==> config.mk <==
export PLATFORM = sky130hd
export DESIGN_NAME = timer_pair_ctrl
export DESIGN_NICKNAME = d
export VERILOG_FILES = /design/src/logic/tmr_ctl_pkg.sv /design/src/logic/glitch_filter.sv /design/src/logic/timer_pair_ctrl.sv
export VERILOG_INCLUDE_DIRS = /design/src /design/src/logic
export SDC_FILE = /design/constraint.sdc
export NUM_CORES = 1
export LEC_CHECK = 0
export ABC_CLOCK_PERIOD_IN_PS = 2650
export BUFFER_PORTS_ARGS = -buffer_cell sky130_fd_sc_hd__buf_2
export CAP_MARGIN = 10
export CORE_ASPECT_RATIO = 1.75
export CORE_UTILIZATION = 47
export CTS_BUF_LIST = sky130_fd_sc_hd__clkbuf_8 sky130_fd_sc_hd__clkbuf_16
export DETAILED_ROUTE_END_ITERATION = 8
export PLACE_DENSITY = 0.9
export SETUP_SLACK_MARGIN = 0.15
export SLEW_MARGIN = 40
export SYNTH_ARGS = -nofsm -noshare
export SYNTH_HDL_FRONTEND = slang
export SYNTH_SLANG_ARGS = --single-unit
==> constraint.sdc <==
create_clock -name CORE_CLK -period 2.65 [get_ports CORE_CLK]
set_input_delay 0.53 -clock CORE_CLK [delete_from_list [all_inputs] [get_ports CORE_CLK]]
set_output_delay 0.53 -clock CORE_CLK [all_outputs]
set_load 0.005 [all_outputs]
==> src/logic/tmr_ctl_defs.svh <==
// constants for the timer-pair common control block
// assumes inclusion by the design modules
`ifndef TMR_CTL_DEFS_SVH
`define TMR_CTL_DEFS_SVH
`define OFF_COMMON_CTRL 12'h000
`define OFF_IRQ_STATUS 12'h004
`define OFF_IRQ_MASK 12'h008
`define OFF_TIMER_EN 12'h00C
`define OFF_PIN_STATE 12'h010
`define BIT_SIXTEEN_START 0
`define BIT_EIGHT_START 1
`define FLD_SUB_LO 2
`define FLD_SUB_HI 3
`define BIT_MODE 7
`define COMMON_CTRL_RESET 8'h00
`define FILTER_SHORT_CYCLES 4
`define FILTER_LONG_CYCLES 8
`define FILTER_CNT_W 4
`define IRQ_RISE 0
`define IRQ_FALL 1
`endif

==> src/logic/tmr_ctl_pkg.sv <==
// types for the timer-pair common control block
// assumes tmr_ctl_defs.svh in the include path
package tmr_ctl_pkg;
  typedef enum logic [1:0] {
    SUB_NORMAL = 2'b00,
    SUB_ALTERNATE = 2'b01,
    SUB_FORCE_LOW = 2'b10,
    SUB_FORCE_HIGH = 2'b11
  } sub_mode_t;
  typedef enum logic [1:0] {
    FLT_NONE = 2'b00,
    FLT_SHORT = 2'b01,
    FLT_LONG = 2'b10,
    FLT_RESERVED = 2'b11
  } filter_sel_t;
  typedef struct packed {
    logic mode;
    logic [2:0] upper;
    logic [1:0] sub;
    logic eight_bit_start_level;
    logic sixteen_bit_start_level;
  } common_ctrl_t;
  typedef struct packed {
    logic eight_bit_timer_output;
    logic sixteen_bit_timer_output;
  } timer_outs_t;
endpackage : tmr_ctl_pkg

==> src/logic/glitch_filter.sv <==
// input glitch filter with selectable width
// assumes input already synchronous to the clock
`timescale 1ns/10ps
`include "tmr_ctl_defs.svh"
module glitch_filter (
  // clock and reset
  input wire logic clk,
  input wire logic rst,
  // control
  input wire tmr_ctl_pkg::filter_sel_t sel,
  // signal
  input wire logic din,
  output logic dout
);
  import tmr_ctl_pkg::*;
  logic [`FILTER_CNT_W-1:0] cnt_q;
  logic [`FILTER_CNT_W-1:0] need;
  logic cand_q;
  always_comb begin
    case (sel)
      FLT_SHORT: need = `FILTER_CNT_W'(`FILTER_SHORT_CYCLES);
      FLT_LONG: need = `FILTER_CNT_W'(`FILTER_LONG_CYCLES);
      default: need = '0;
    endcase
  end
  // new level must hold need cycles before it passes
  always_ff @(posedge clk) begin
    if (rst) begin
      cand_q <= 1'b0;
      cnt_q <= '0;
      dout <= 1'b0;
    end else if (sel == FLT_NONE || sel == FLT_RESERVED) begin
      cand_q <= din;
      cnt_q <= '0;
      dout <= din;
    end else if (din != cand_q) begin
      cand_q <= din;
      cnt_q <= `FILTER_CNT_W'(1);
    end else if (din != dout) begin
      if (cnt_q >= need - `FILTER_CNT_W'(1))
        dout <= din;
      else
        cnt_q <= cnt_q + `FILTER_CNT_W'(1);
    end
  end
endmodule : glitch_filter

==> src/logic/timer_pair_ctrl.sv <==
// common control of an 8-bit and 16-bit timer pair, AHB-Lite slave
// assumes one clock, synchronous inputs, single word transfers
// Summary of operation
// - transmit sub-mode 00 is normal, 01 alternating, 00 after reset.
// - demod field picks filter: none, 4 cycles, 8 cycles, 11 reserved.
// - transmit bit 1 is the 8-bit timer start level, read/write.
// - demod read of bit 1 shows the rising-edge flag.
// - demod write 1 to bit 1 clears the rising flag, 0 does nothing.
// - transmit bit 0 is the 16-bit timer start level, read/write.
// - demod read of bit 0 shows falling flag; writing 0 has no effect.
// - mode bit 0 selects transmit, 1 selects demodulation.
// - demod write 1 to bit 0 clears the falling flag.
// - forced-low acts at once; back to normal ends alternating.
// - an idle timer output rests at the inverse of its start level, except the 16-bit one in the forced sub-modes.
`timescale 1ns/10ps
`include "tmr_ctl_defs.svh"
module timer_pair_ctrl (
  // clock and reset
  input wire logic CORE_CLK,
  input wire logic RST,
  // ahb-lite slave
  input wire logic HSEL,
  input wire logic [11:0] HADDR,
  input wire logic [1:0] HTRANS,
  input wire logic HWRITE,
  input wire logic [2:0] HSIZE,
  input wire logic [31:0] HWDATA,
  input wire logic HREADY,
  output logic [31:0] HRDATA,
  output logic HREADYOUT,
  output logic HRESP,
  // timer side
  input wire logic EIGHT_RUN,
  input wire logic SIXTEEN_RUN,
  input wire logic EIGHT_TOGGLE,
  input wire logic SIXTEEN_TOGGLE,
  input wire logic DEMOD_IN,
  output tmr_ctl_pkg::timer_outs_t TIMER_OUTS,
  output logic ALTERNATE_ACTIVE,
  // interrupt
  output logic IRQ
);
  import tmr_ctl_pkg::*;

  common_ctrl_t ctrl_q;
  logic rise_q;
  logic fall_q;
  logic [1:0] irq_stat_q;
  logic [1:0] irq_mask_q;
  logic [1:0] tmr_en_q;
  logic wr_pend_q;
  logic [11:0] wr_addr_q;
  logic [31:0] rdata_d;
  logic acc;
  logic wr_ctrl;
  logic demod;
  logic filt_out;
  logic filt_prev_q;
  logic rise_ev;
  logic fall_ev;
  logic eight_run_q;
  logic sixteen_run_q;
  logic eight_out_q;
  logic sixteen_out_q;
  logic [7:0] wd;
  sub_mode_t sub;

  assign acc = HSEL && HREADY && HTRANS[1];
  assign wr_ctrl = wr_pend_q && (wr_addr_q == `OFF_COMMON_CTRL);
  assign wd = HWDATA[7:0];
  assign demod = ctrl_q.mode;
  assign sub = sub_mode_t'(ctrl_q.sub);
  assign HREADYOUT = 1'b1;
  assign HRESP = 1'b0;

  // address phase capture for writes
  always_ff @(posedge CORE_CLK) begin
    if (RST) begin
      wr_pend_q <= 1'b0;
      wr_addr_q <= '0;
    end else begin
      wr_pend_q <= acc && HWRITE;
      wr_addr_q <= {HADDR[11:2], 2'b00};
    end
  end

  // control register; low bits stored in transmit meaning
  always_ff @(posedge CORE_CLK) begin
    if (RST) begin
      ctrl_q <= common_ctrl_t'(`COMMON_CTRL_RESET);
    end else if (wr_ctrl) begin
      ctrl_q.mode <= wd[`BIT_MODE];
      ctrl_q.upper <= wd[`BIT_MODE-1:`FLD_SUB_HI+1];
      ctrl_q.sub <= wd[`FLD_SUB_HI:`FLD_SUB_LO];
      if (!wd[`BIT_MODE]) begin
        ctrl_q.eight_bit_start_level <= wd[`BIT_EIGHT_START];
        ctrl_q.sixteen_bit_start_level <=
          wd[`BIT_SIXTEEN_START];
      end
    end
  end

  // demodulator input filter
  glitch_filter u_filter (
    .clk(CORE_CLK),
    .rst(RST),
    .sel(filter_sel_t'(ctrl_q.sub)),
    .din(DEMOD_IN),
    .dout(filt_out)
  );

  always_ff @(posedge CORE_CLK) begin
    if (RST)
      filt_prev_q <= 1'b0;
    else
      filt_prev_q <= filt_out;
  end

  assign rise_ev = demod && filt_out && !filt_prev_q;
  assign fall_ev = demod && !filt_out && filt_prev_q;

  // edge flags: set wins over write-one clear
  always_ff @(posedge CORE_CLK) begin
    if (RST) begin
      rise_q <= 1'b0;
      fall_q <= 1'b0;
    end else begin
      if (rise_ev)
        rise_q <= 1'b1;
      else if (wr_ctrl && demod && wd[`BIT_EIGHT_START])
        rise_q <= 1'b0;
      if (fall_ev)
        fall_q <= 1'b1;
      else if (wr_ctrl && demod && wd[`BIT_SIXTEEN_START])
        fall_q <= 1'b0;
    end
  end

  // interrupt status, mask and timer enables
  always_ff @(posedge CORE_CLK) begin
    if (RST) begin
      irq_stat_q <= '0;
      irq_mask_q <= '0;
      tmr_en_q <= '0;
    end else begin
      if (wr_pend_q && wr_addr_q == `OFF_IRQ_MASK)
        irq_mask_q <= HWDATA[1:0];
      if (wr_pend_q && wr_addr_q == `OFF_TIMER_EN)
        tmr_en_q <= HWDATA[1:0];
      for (int i = 0; i < 2; i++) begin
        if ((i == `IRQ_RISE) ? rise_ev : fall_ev)
          irq_stat_q[i] <= 1'b1;
        else if (wr_pend_q && wr_addr_q == `OFF_IRQ_STATUS && HWDATA[i])
          irq_stat_q[i] <= 1'b0;
      end
    end
  end

  assign IRQ = |(irq_stat_q & irq_mask_q);

  // timer outputs: idle at inverse start unless the 16-bit one is forced, load start on enable
  always_ff @(posedge CORE_CLK) begin
    if (RST) begin
      eight_run_q <= 1'b0;
      sixteen_run_q <= 1'b0;
      eight_out_q <= 1'b1;
      sixteen_out_q <= 1'b1;
    end else begin
      eight_run_q <= EIGHT_RUN && tmr_en_q[0] && !demod;
      sixteen_run_q <= SIXTEEN_RUN && tmr_en_q[1] && !demod;
      if (!(EIGHT_RUN && tmr_en_q[0]) || demod)
        eight_out_q <= !ctrl_q.eight_bit_start_level;
      else if (!eight_run_q)
        eight_out_q <= ctrl_q.eight_bit_start_level;
      else if (EIGHT_TOGGLE)
        eight_out_q <= !eight_out_q;
      if (!demod && sub == SUB_FORCE_LOW)
        sixteen_out_q <= 1'b0;
      else if (!demod && sub == SUB_FORCE_HIGH)
        sixteen_out_q <= 1'b1;
      else if (!(SIXTEEN_RUN && tmr_en_q[1]) || demod)
        sixteen_out_q <= !ctrl_q.sixteen_bit_start_level;
      else if (!sixteen_run_q)
        sixteen_out_q <= ctrl_q.sixteen_bit_start_level;
      else if (SIXTEEN_TOGGLE)
        sixteen_out_q <= !sixteen_out_q;
    end
  end

  assign TIMER_OUTS.eight_bit_timer_output = eight_out_q;
  assign TIMER_OUTS.sixteen_bit_timer_output = sixteen_out_q;
  // normal sub-mode ends alternating
  assign ALTERNATE_ACTIVE = !demod && sub == SUB_ALTERNATE;

  // read data, registered in the data phase
  always_comb begin
    rdata_d = '0;
    case ({HADDR[11:2], 2'b00})
      `OFF_COMMON_CTRL: begin
        rdata_d[7:0] = ctrl_q;
        if (demod) begin
          rdata_d[`BIT_EIGHT_START] = rise_q;
          rdata_d[`BIT_SIXTEEN_START] = fall_q;
        end
      end
      `OFF_IRQ_STATUS: rdata_d[1:0] = irq_stat_q;
      `OFF_IRQ_MASK: rdata_d[1:0] = irq_mask_q;
      `OFF_TIMER_EN: rdata_d[1:0] = tmr_en_q;
      `OFF_PIN_STATE: rdata_d[2:0] = {filt_out, eight_out_q, sixteen_out_q};
      default: rdata_d = '0;
    endcase
  end

  always_ff @(posedge CORE_CLK) begin
    if (RST)
      HRDATA <= '0;
    else if (acc && !HWRITE)
      HRDATA <= rdata_d;
  end
endmodule : timer_pair_ctrl

==> flow_summary.json, run 1 <==
{
  "outcome": "complete, no violations",
  "rsz0062_at_grt": "false",
  "finalCoreUtilization_pct": 53.34,
  "antenna_violating_nets_post_route": 0,
  "yosys.area_share.adder_pct": 3.297,
  "r2r_cells": 7,
  "path_class": "flop to flop",
  "hold_path.startpoint": "HADDR[11]",
  "final.setup_skew_ns": 0.007092,
  "synthesis_warning_total": 0,
  "grt_overflow": 0,
  "timing.critical_path.cells": "inv_1 -> ha_1 -> inv_1 -> ha_1 -> a21oi_1 -> mux2_1 -> a31oi_1",
  "power_per_cell_area_nw_per_um2": 516.9,
  "drt_iter0_drc": 40,
  "postSynthAreaPerCell_um2": 9.371,
  "tritoncts_clock_tree": "yes",
  "slew_headroom_pct": 53.17,
  "layout.cells.most_common_list": "sky130_fd_sc_hd__dfxtp_1, sky130_fd_sc_hd__buf_2, sky130_fd_sc_hd__nor2_1, sky130_fd_sc_hd__conb_1, sky130_fd_sc_hd__nor2b_1",
  "clock_h_tree_levels": 2,
  "timing.final.max_slew_violations": 0,
  "totalWireLength_mm": 4.534,
  "layout-drive-gt1-share_pct": 19.78,
  "filler_cell_count": 460,
  "placeable_core_region_um2": 4666,
  "grt_start_max_net_pins": 41,
  "cts.path.max_buffers": 2,
  "dieArea_um2": 5138,
  "area_delta_synth_final_pct": 9.286,
  "remaining_drc_errors": 0,
  "r2r-end": "u_filter.dout",
  "cp_data_arrival_time_ns": 2.36,
  "bufs_and_invs_on_worst_path": 2,
  "vertical_extent_of_the_die_um": 94.08,
  "worst_reg2reg_path_startpoint": "sub[0]",
  "drt-wirelength-per-cell_um": 13.74,
  "synth.lib_cells_used.distinct": 45,
  "netsw_uw": 307.7,
  "critical_path.max_stage_delay_ns": 0.42,
  "cts.clk_slew.worst_paths_ns": 0.09,
  "synth_top_family_by_area": "simple AND/OR/NAND/NOR gates",
  "power_leakage_nw": 1.150,
  "endpoint_kind": "flop",
  "num-nets-final": 342,
  "post_synthesis_sequential_area_ratio_pct": 40.44,
  "port_buffers": 40,
  "routed_via_density": 5.379,
  "cts.hold.buffers_added": 0,
  "final_period_minus_worst_setup_slack_ns": 2.138,
  "drt_pass1_iterations": 4,
  "grt_first_pass_wirelength_mm": 7.438,
  "syn-cell-area_um2": 2277,
  "synth_top_flop_cell": "sky130_fd_sc_hd__dfxtp_1",
  "post-dp-hpwl_mm": 3.441,
  "setup_viol": 0,
  "clk-insertion-delay-late_ns": 0.30,
  "share_of_the_synthesized_area_in_compound_gates_ao_oa_aoi_oai_pct": 12.53,
  "hold_crit_endpoint": "wr_addr_q[11]",
  "synth_xor_area_share_pct": 1.923,
  "min_period_over_period_pct": 80.67,
  "cp_top_family": "adder cells",
  "holdPathStages": 2,
  "post_cts.repair.setup_buffers": 0,
  "first_global_vias": 1688,
  "vdd_drop_max_mv": 0.4028,
  "worst-path-max-fanout": 5,
  "root_buffer": "sky130_fd_sc_hd__clkbuf_8",
  "final_hold_violations": 0,
  "netlist_instances": 243,
  "synth_async_sr_flop_share_pct": 0,
  "grt_usage_pct": 19.79,
  "ff2ff_setup_slack_ns": 0.51,
  "internal_power_uw": 978.7,
  "synth_seq_cells": 46,
  "totalPowerFinal_mw": 1.286,
  "min_path_type": "primary input to flop",
  "cts.sinks": 46,
  "synth_simple_gate_area_share_pct": 21.15,
  "worst_slew_pin_slew_ns": 0.7025,
  "fmax_ghz": 0.4678,
  "synth.mux.area_fraction_pct": 8.571,
  "cts_made_buffers": 5,
  "post_cts_resized": 0,
  "cp.required_ns": 2.87,
  "initial_core_util_pct": 48.81,
  "layout_commonest_cell": "sky130_fd_sc_hd__dfxtp_1",
  "totalNegativeSetupSlack_ns": 0,
  "seq_power_share_pct": 55.3,
  "gpl.final_weighted_congestion": 0.7867,
  "antenna_cells": 0,
  "antenna_violations_before_repair": 0,
  "max-cap-violations": 0,
  "die_x_um": 54.62,
  "fp-row-count": 33,
  "netSwitchingFraction_pct": 23.92,
  "regArea_um2": 920.9,
  "pwr-share-clk_pct": 37.5,
  "num_vias": 1775,
  "multiInputGateArea_um2": 1179,
  "synth_edf_count": 0,
  "critical_path.slowest_cell": "sky130_fd_sc_hd__dfxtp_1",
  "pwr-share-comb_pct": 7.3,
  "critPathLaunchType": "flop",
  "pin_count": 97
}
==> worst max path at each step <==
stage	startpoint	endpoint	slack (ns)	cells past startpoint
after floorplan	sub[0]	u_filter.dout	0.76	7
after global placement	sub[0]	u_filter.dout	0.59	7
after detailed placement	sub[0]	u_filter.dout	0.54	7
after CTS	sub[0]	u_filter.dout	0.50	7
after global routing	sub[0]	u_filter.dout	0.36	7
final	sub[0]	u_filter.dout	0.51	7
==> worst reg2reg max path, cell delays in order (launching register included) <==
cell and delay [ns]:
sky130_fd_sc_hd__dfxtp_1 0.42, sky130_fd_sc_hd__inv_1 0.07, sky130_fd_sc_hd__ha_1 0.33, sky130_fd_sc_hd__inv_1 0.08, sky130_fd_sc_hd__ha_1 0.35, sky130_fd_sc_hd__a21oi_1 0.31, sky130_fd_sc_hd__mux2_1 0.36, sky130_fd_sc_hd__a31oi_1 0.15
==> Yosys cell counts (3+ instances only) <==
master	instances	area, um2
sky130_fd_sc_hd__a22o_1	8	70.07
sky130_fd_sc_hd__nand3_1	8	40.04
sky130_fd_sc_hd__inv_1	5	18.77
sky130_fd_sc_hd__dfxtp_1	46	920.9
sky130_fd_sc_hd__mux2i_1	15	150.1
sky130_fd_sc_hd__buf_4	29	217.7
sky130_fd_sc_hd__ha_1	6	75.07
sky130_fd_sc_hd__a21oi_1	7	35.03
sky130_fd_sc_hd__nor2_1	26	97.59
sky130_fd_sc_hd__nor2b_1	19	118.9
sky130_fd_sc_hd__nand2b_1	3	18.77
sky130_fd_sc_hd__nand2_1	7	26.28
sky130_fd_sc_hd__mux2_1	3	33.78
sky130_fd_sc_hd__xnor2_1	5	43.79
sky130_fd_sc_hd__nor3_1	3	15.01
sky130_fd_sc_hd__nand3b_1	4	30.03
sky130_fd_sc_hd__clkbuf_1	5	18.77
sky130_fd_sc_hd__o21ai_0	3	15.01
sky130_fd_sc_hd__o21ai_1	5	25.02
==> state kept, by name (all words and copies together), names as in the netlist <==
| signal | cells |
|---|---|
| u_filter.dout | 1 |
| demod | 1 |
| sixteen_out_q | 1 |
| irq_stat_q | 2 |
| eight_out_q | 1 |
| sub | 2 |
| HRDATA | 8 |
| eight_run_q | 1 |
| wr_addr_q | 10 |
| irq_mask_q | 2 |
| u_filter.cnt_q | 4 |
| ctrl_q | 5 |
| wr_pend_q | 1 |
| rise_q | 1 |
| fall_q | 1 |
| sixteen_run_q | 1 |
| u_filter.cand_q | 1 |
| tmr_en_q | 2 |
| filt_prev_q | 1 |
==> through the flow <==
step	area (um2)	setup slack [ns]	hold WS, ns	cells
after floorplan	2367	0.7571	0.4422	267
final	2489	0.5124	0.4559	330
after detailed placement	2384	0.5401	0.4585	322
after global placement	2384	0.5887	0.4502	322
after CTS	2489	0.5032	0.4529	330
after global routing	2489	0.3622	0.4638	330
==> power groups by stage <==
stage | registers (mW) | logic [mW] | clock network [mW]
6_report | 0.711 | 0.0936 | 0.482
5_1_grt | 0.713 | 0.106 | 0.512
3_5_place_dp | 0.727 | 0.0929 | 0
4_1_cts | 0.711 | 0.0934 | 0.490
2_1_floorplan | 0.724 | 0.0886 | 0
3_3_place_gp | 0.727 | 0.0899 | 0
==> cell families (layout without fill, tap and decap cells) <==
family / Yosys count / in the layout
adders and majority gates: 6 / 6
and+or+nand+nor: 84 / 84
buffers and inverters: 42 / 53
DFF: 46 / 46
AOI/OAI and AO/OA: 39 / 39
muxes: 19 / 19
other: 2 / 26
xor gates and xnor gates: 5 / 5
==> per-layer routing <==
layer | vias up | routed length (um) | track usage [%]
met5 | - | 0 | 0
met4 | 0 | 146 | 11.75
met1 | 830 | 1685 | 21.45
met2 | 67 | 2486 | 33.94
li1 | 862 | - | -
met3 | 16 | 216 | 2.913
==> final cells by class <==
| class | count | share of cell area, % |
|---|---|---|
| clock buffer | 7 | 3.871 |
| clock inverter | 1 | 0.3519 |
| inverter | 5 | 0.7541 |
| multi-input combinational | 179 | 47.36 |
| sequential | 46 | 37.00 |
| tap | 52 | 2.614 |
| timing repair buffer | 40 | 8.044 |
No activity file was read; power rests on OpenSTA's default activity.
==> run 2, diff against run 1 <==
--- a/config.mk
+++ b/config.mk
@@ -6,7 +6,7 @@
 export SDC_FILE = /design/constraint.sdc
 export NUM_CORES = 1
 export LEC_CHECK = 0
-export ABC_CLOCK_PERIOD_IN_PS = 2650
+export ABC_CLOCK_PERIOD_IN_PS = 2000
 export BUFFER_PORTS_ARGS = -buffer_cell sky130_fd_sc_hd__buf_2
 export CAP_MARGIN = 10
 export CORE_ASPECT_RATIO = 1.75
==> constraint.sdc (replaced) <==
create_clock -name CORE_CLK -period 2 [get_ports CORE_CLK]
set_input_delay 0.4 -clock CORE_CLK [delete_from_list [all_inputs] [get_ports CORE_CLK]]
set_output_delay 0.4 -clock CORE_CLK [all_outputs]
set_load 0.005 [all_outputs]
==> flow_summary.json, run 2 (same netlist as run 1, synthesis figures left out) <==
{
  "cts.clk_slew.worst_paths_ns": 0.08,
  "num_vias": 1830,
  "crit_start": "sub[1]",
  "outcome": "complete, no violations",
  "seq_power_share_pct": 58.3,
  "cts_made_buffers": 5,
  "min_period_over_period_pct": 89.86,
  "area_delta_synth_final_pct": 16.21,
  "pin_count": 97,
  "remaining_drc_errors": 0,
  "gpl.final_weighted_congestion": 0.8137,
  "vdd_drop_max_mv": 0.3666,
  "critical_path.max_stage_delay_ns": 0.36,
  "dieArea_um2": 5138,
  "wl_met1_mm": 1.788,
  "critical_path.slowest_cell": "sky130_fd_sc_hd__dfxtp_4",
  "max_flop_register": "wr_addr_q",
  "final.setup_skew_ns": 0.007402,
  "grt_first_pass_wirelength_mm": 7.576,
  "fmax_ghz": 0.5564,
  "antenna_cells": 0,
  "routed_met2_length_mm": 2.562,
  "drt_iter0_drc": 41,
  "final_period_minus_worst_setup_slack_ns": 1.797,
  "min_path_type": "primary input to flop",
  "grt_start_max_net_pins": 24,
  "r2r_cells": 7,
  "pwr-share-comb_pct": 8.2,
  "worst_slew_pin_slew_ns": 0.6035,
  "timing.critical_path.cells": "inv_1 -> ha_2 -> ha_4 -> a21o_4 -> a21oi_4 -> mux2_4 -> a31oi_4",
  "slew_headroom_pct": 59.48,
  "power_per_cell_area_nw_per_um2": 609.2,
  "tritoncts_clock_tree": "yes",
  "drt-wirelength-per-cell_um": 14.04,
  "cts.sinks": 46,
  "final_hold_violations": 0,
  "drt_pass1_iterations": 5,
  "power_leakage_nw": 1.182,
  "critPathCapture": "u_filter.dout",
  "post-dp-hpwl_mm": 3.422,
  "max-cap-violations": 0,
  "rsz0062_at_grt": "false",
  "cts.path.max_buffers": 2,
  "internal_power_mw": 1.217,
  "largest_reg_flops": 10,
  "routed_via_density": 5.430,
  "worst_reg2reg_path_startpoint": "sub[1]",
  "initial_core_util_pct": 48.81,
  "endpoint_kind": "flop",
  "cp_data_arrival_time_ns": 2.02,
  "ff2ff_setup_slack_ns": 0.20,
  "die_x_um": 54.62,
  "path_class": "flop to flop",
  "setup_viol": 0,
  "fp-row-count": 33,
  "filler_cell_count": 418,
  "top_signal_layer_used": "met4",
  "r2r-end": "u_filter.dout",
  "layout_commonest_cell": "sky130_fd_sc_hd__dfxtp_1",
  "totalNegativeSetupSlack_ns": 0,
  "clock_h_tree_levels": 2,
  "cp.required_ns": 2.23,
  "grt_overflow": 0,
  "registers_with_the_most_flip_flops": "wr_addr_q: 10 flops, HRDATA: 8 flops, ctrl_q: 5 flops",
  "critPathLaunchType": "flop",
  "totalPowerFinal_mw": 1.612,
  "multiInputGateArea_um2": 1286,
  "met3WireLength_um": 231,
  "clk-insertion-delay-late_ns": 0.30,
  "grt_usage_pct": 20.54,
  "layout-drive-gt1-share_pct": 25.61,
  "layout.cells.most_common_list": "sky130_fd_sc_hd__dfxtp_1, sky130_fd_sc_hd__buf_2, sky130_fd_sc_hd__nor2_1, sky130_fd_sc_hd__conb_1, sky130_fd_sc_hd__nor2b_1",
  "timing.final.max_slew_violations": 0,
  "netsw_uw": 394.8,
  "antenna_violating_nets_post_route": 0,
  "num-nets-final": 350,
  "antenna_violations_before_repair": 0,
  "totalWireLength_mm": 4.733,
  "first_global_vias": 1639,
  "port_buffers": 40,
  "placeable_core_region_um2": 4666,
  "worst-path-max-fanout": 4,
  "netSwitchingFraction_pct": 24.49,
  "vertical_extent_of_the_die_um": 94.08,
  "root_buffer": "sky130_fd_sc_hd__clkbuf_8",
  "finalCoreUtilization_pct": 56.72,
  "regArea_um2": 925.9,
  "pwr-share-clk_pct": 33.4
}
-- run 2: metrics by stage --
stage	setup slack [ns]	area, um2	hold slack [ns]	cells
3_3_place_gp	0.07328	2417	0.4533	326
3_5_place_dp	0.02155	2417	0.4602	326
4_1_cts	0.1487	2560	0.3261	335
2_1_floorplan	0.1620	2371	0.4422	267
5_1_grt	0.1459	2646	0.3357	337
6_report	0.2028	2646	0.3234	337
-- run 2: worst max-delay path: cells and delay by family, from the launching register on --
family	cells	cell delay, ns
buffers and inverters	1	0.04
AO/OA/AOI/OAI	3	0.58
adder cells (fa/ha/maj)	2	0.42
flip-flops	1	0.36
multiplexers	1	0.33
-- run 2: worst min path at each step --
stage	end	depth (start not counted)	from	slack [ns]
floorplan	HRDATA[4]	1	ctrl_q[4]	0.44
global placement	HRDATA[4]	1	ctrl_q[4]	0.45
detailed placement	HRDATA[5]	1	ctrl_q[5]	0.46
CTS	wr_addr_q[10]	2	HADDR[10]	0.33
global route	wr_addr_q[10]	2	HADDR[10]	0.34
finish	wr_addr_q[10]	2	HADDR[10]	0.32
-- run 2: repair_timing --
action / in CTS / in global routing
endpoints found under the setup margin: 5 / 5
buffers inserted: 2 / 2
hold buffers: 0 / 0
gates resized for setup: 7 / 12
pin swaps: 2 / 10
-- run 2: power groups by stage --
stage,logic (mW),registers [mW],clock network (mW)
after floorplan,0.117,0.959,0
after global placement,0.121,0.963,0
after detailed placement,0.123,0.964,0
after CTS,0.126,0.942,0.549
after global routing,0.149,0.943,0.596
final,0.133,0.940,0.539
-- run 2: per-layer routing --
| layer | vias to the layer above | GRT usage, % |
|---|---|---|
| met5 | - | 0 |
| met4 | 0 | 10.68 |
| met3 | 14 | 4.693 |
| met2 | 69 | 35.34 |
| met1 | 865 | 21.82 |
| li1 | 882 | - |
-- run 2: cell type report --
cell class              count  share of cell area, %
multi-input cells         179                  48.61
repair buffers             48                  10.12
clock inverters             2                 0.4255
flip-flops and latches     46                  34.99
inverters                   5                 0.8038
clock buffers               5                  2.600
well taps                  52                  2.459
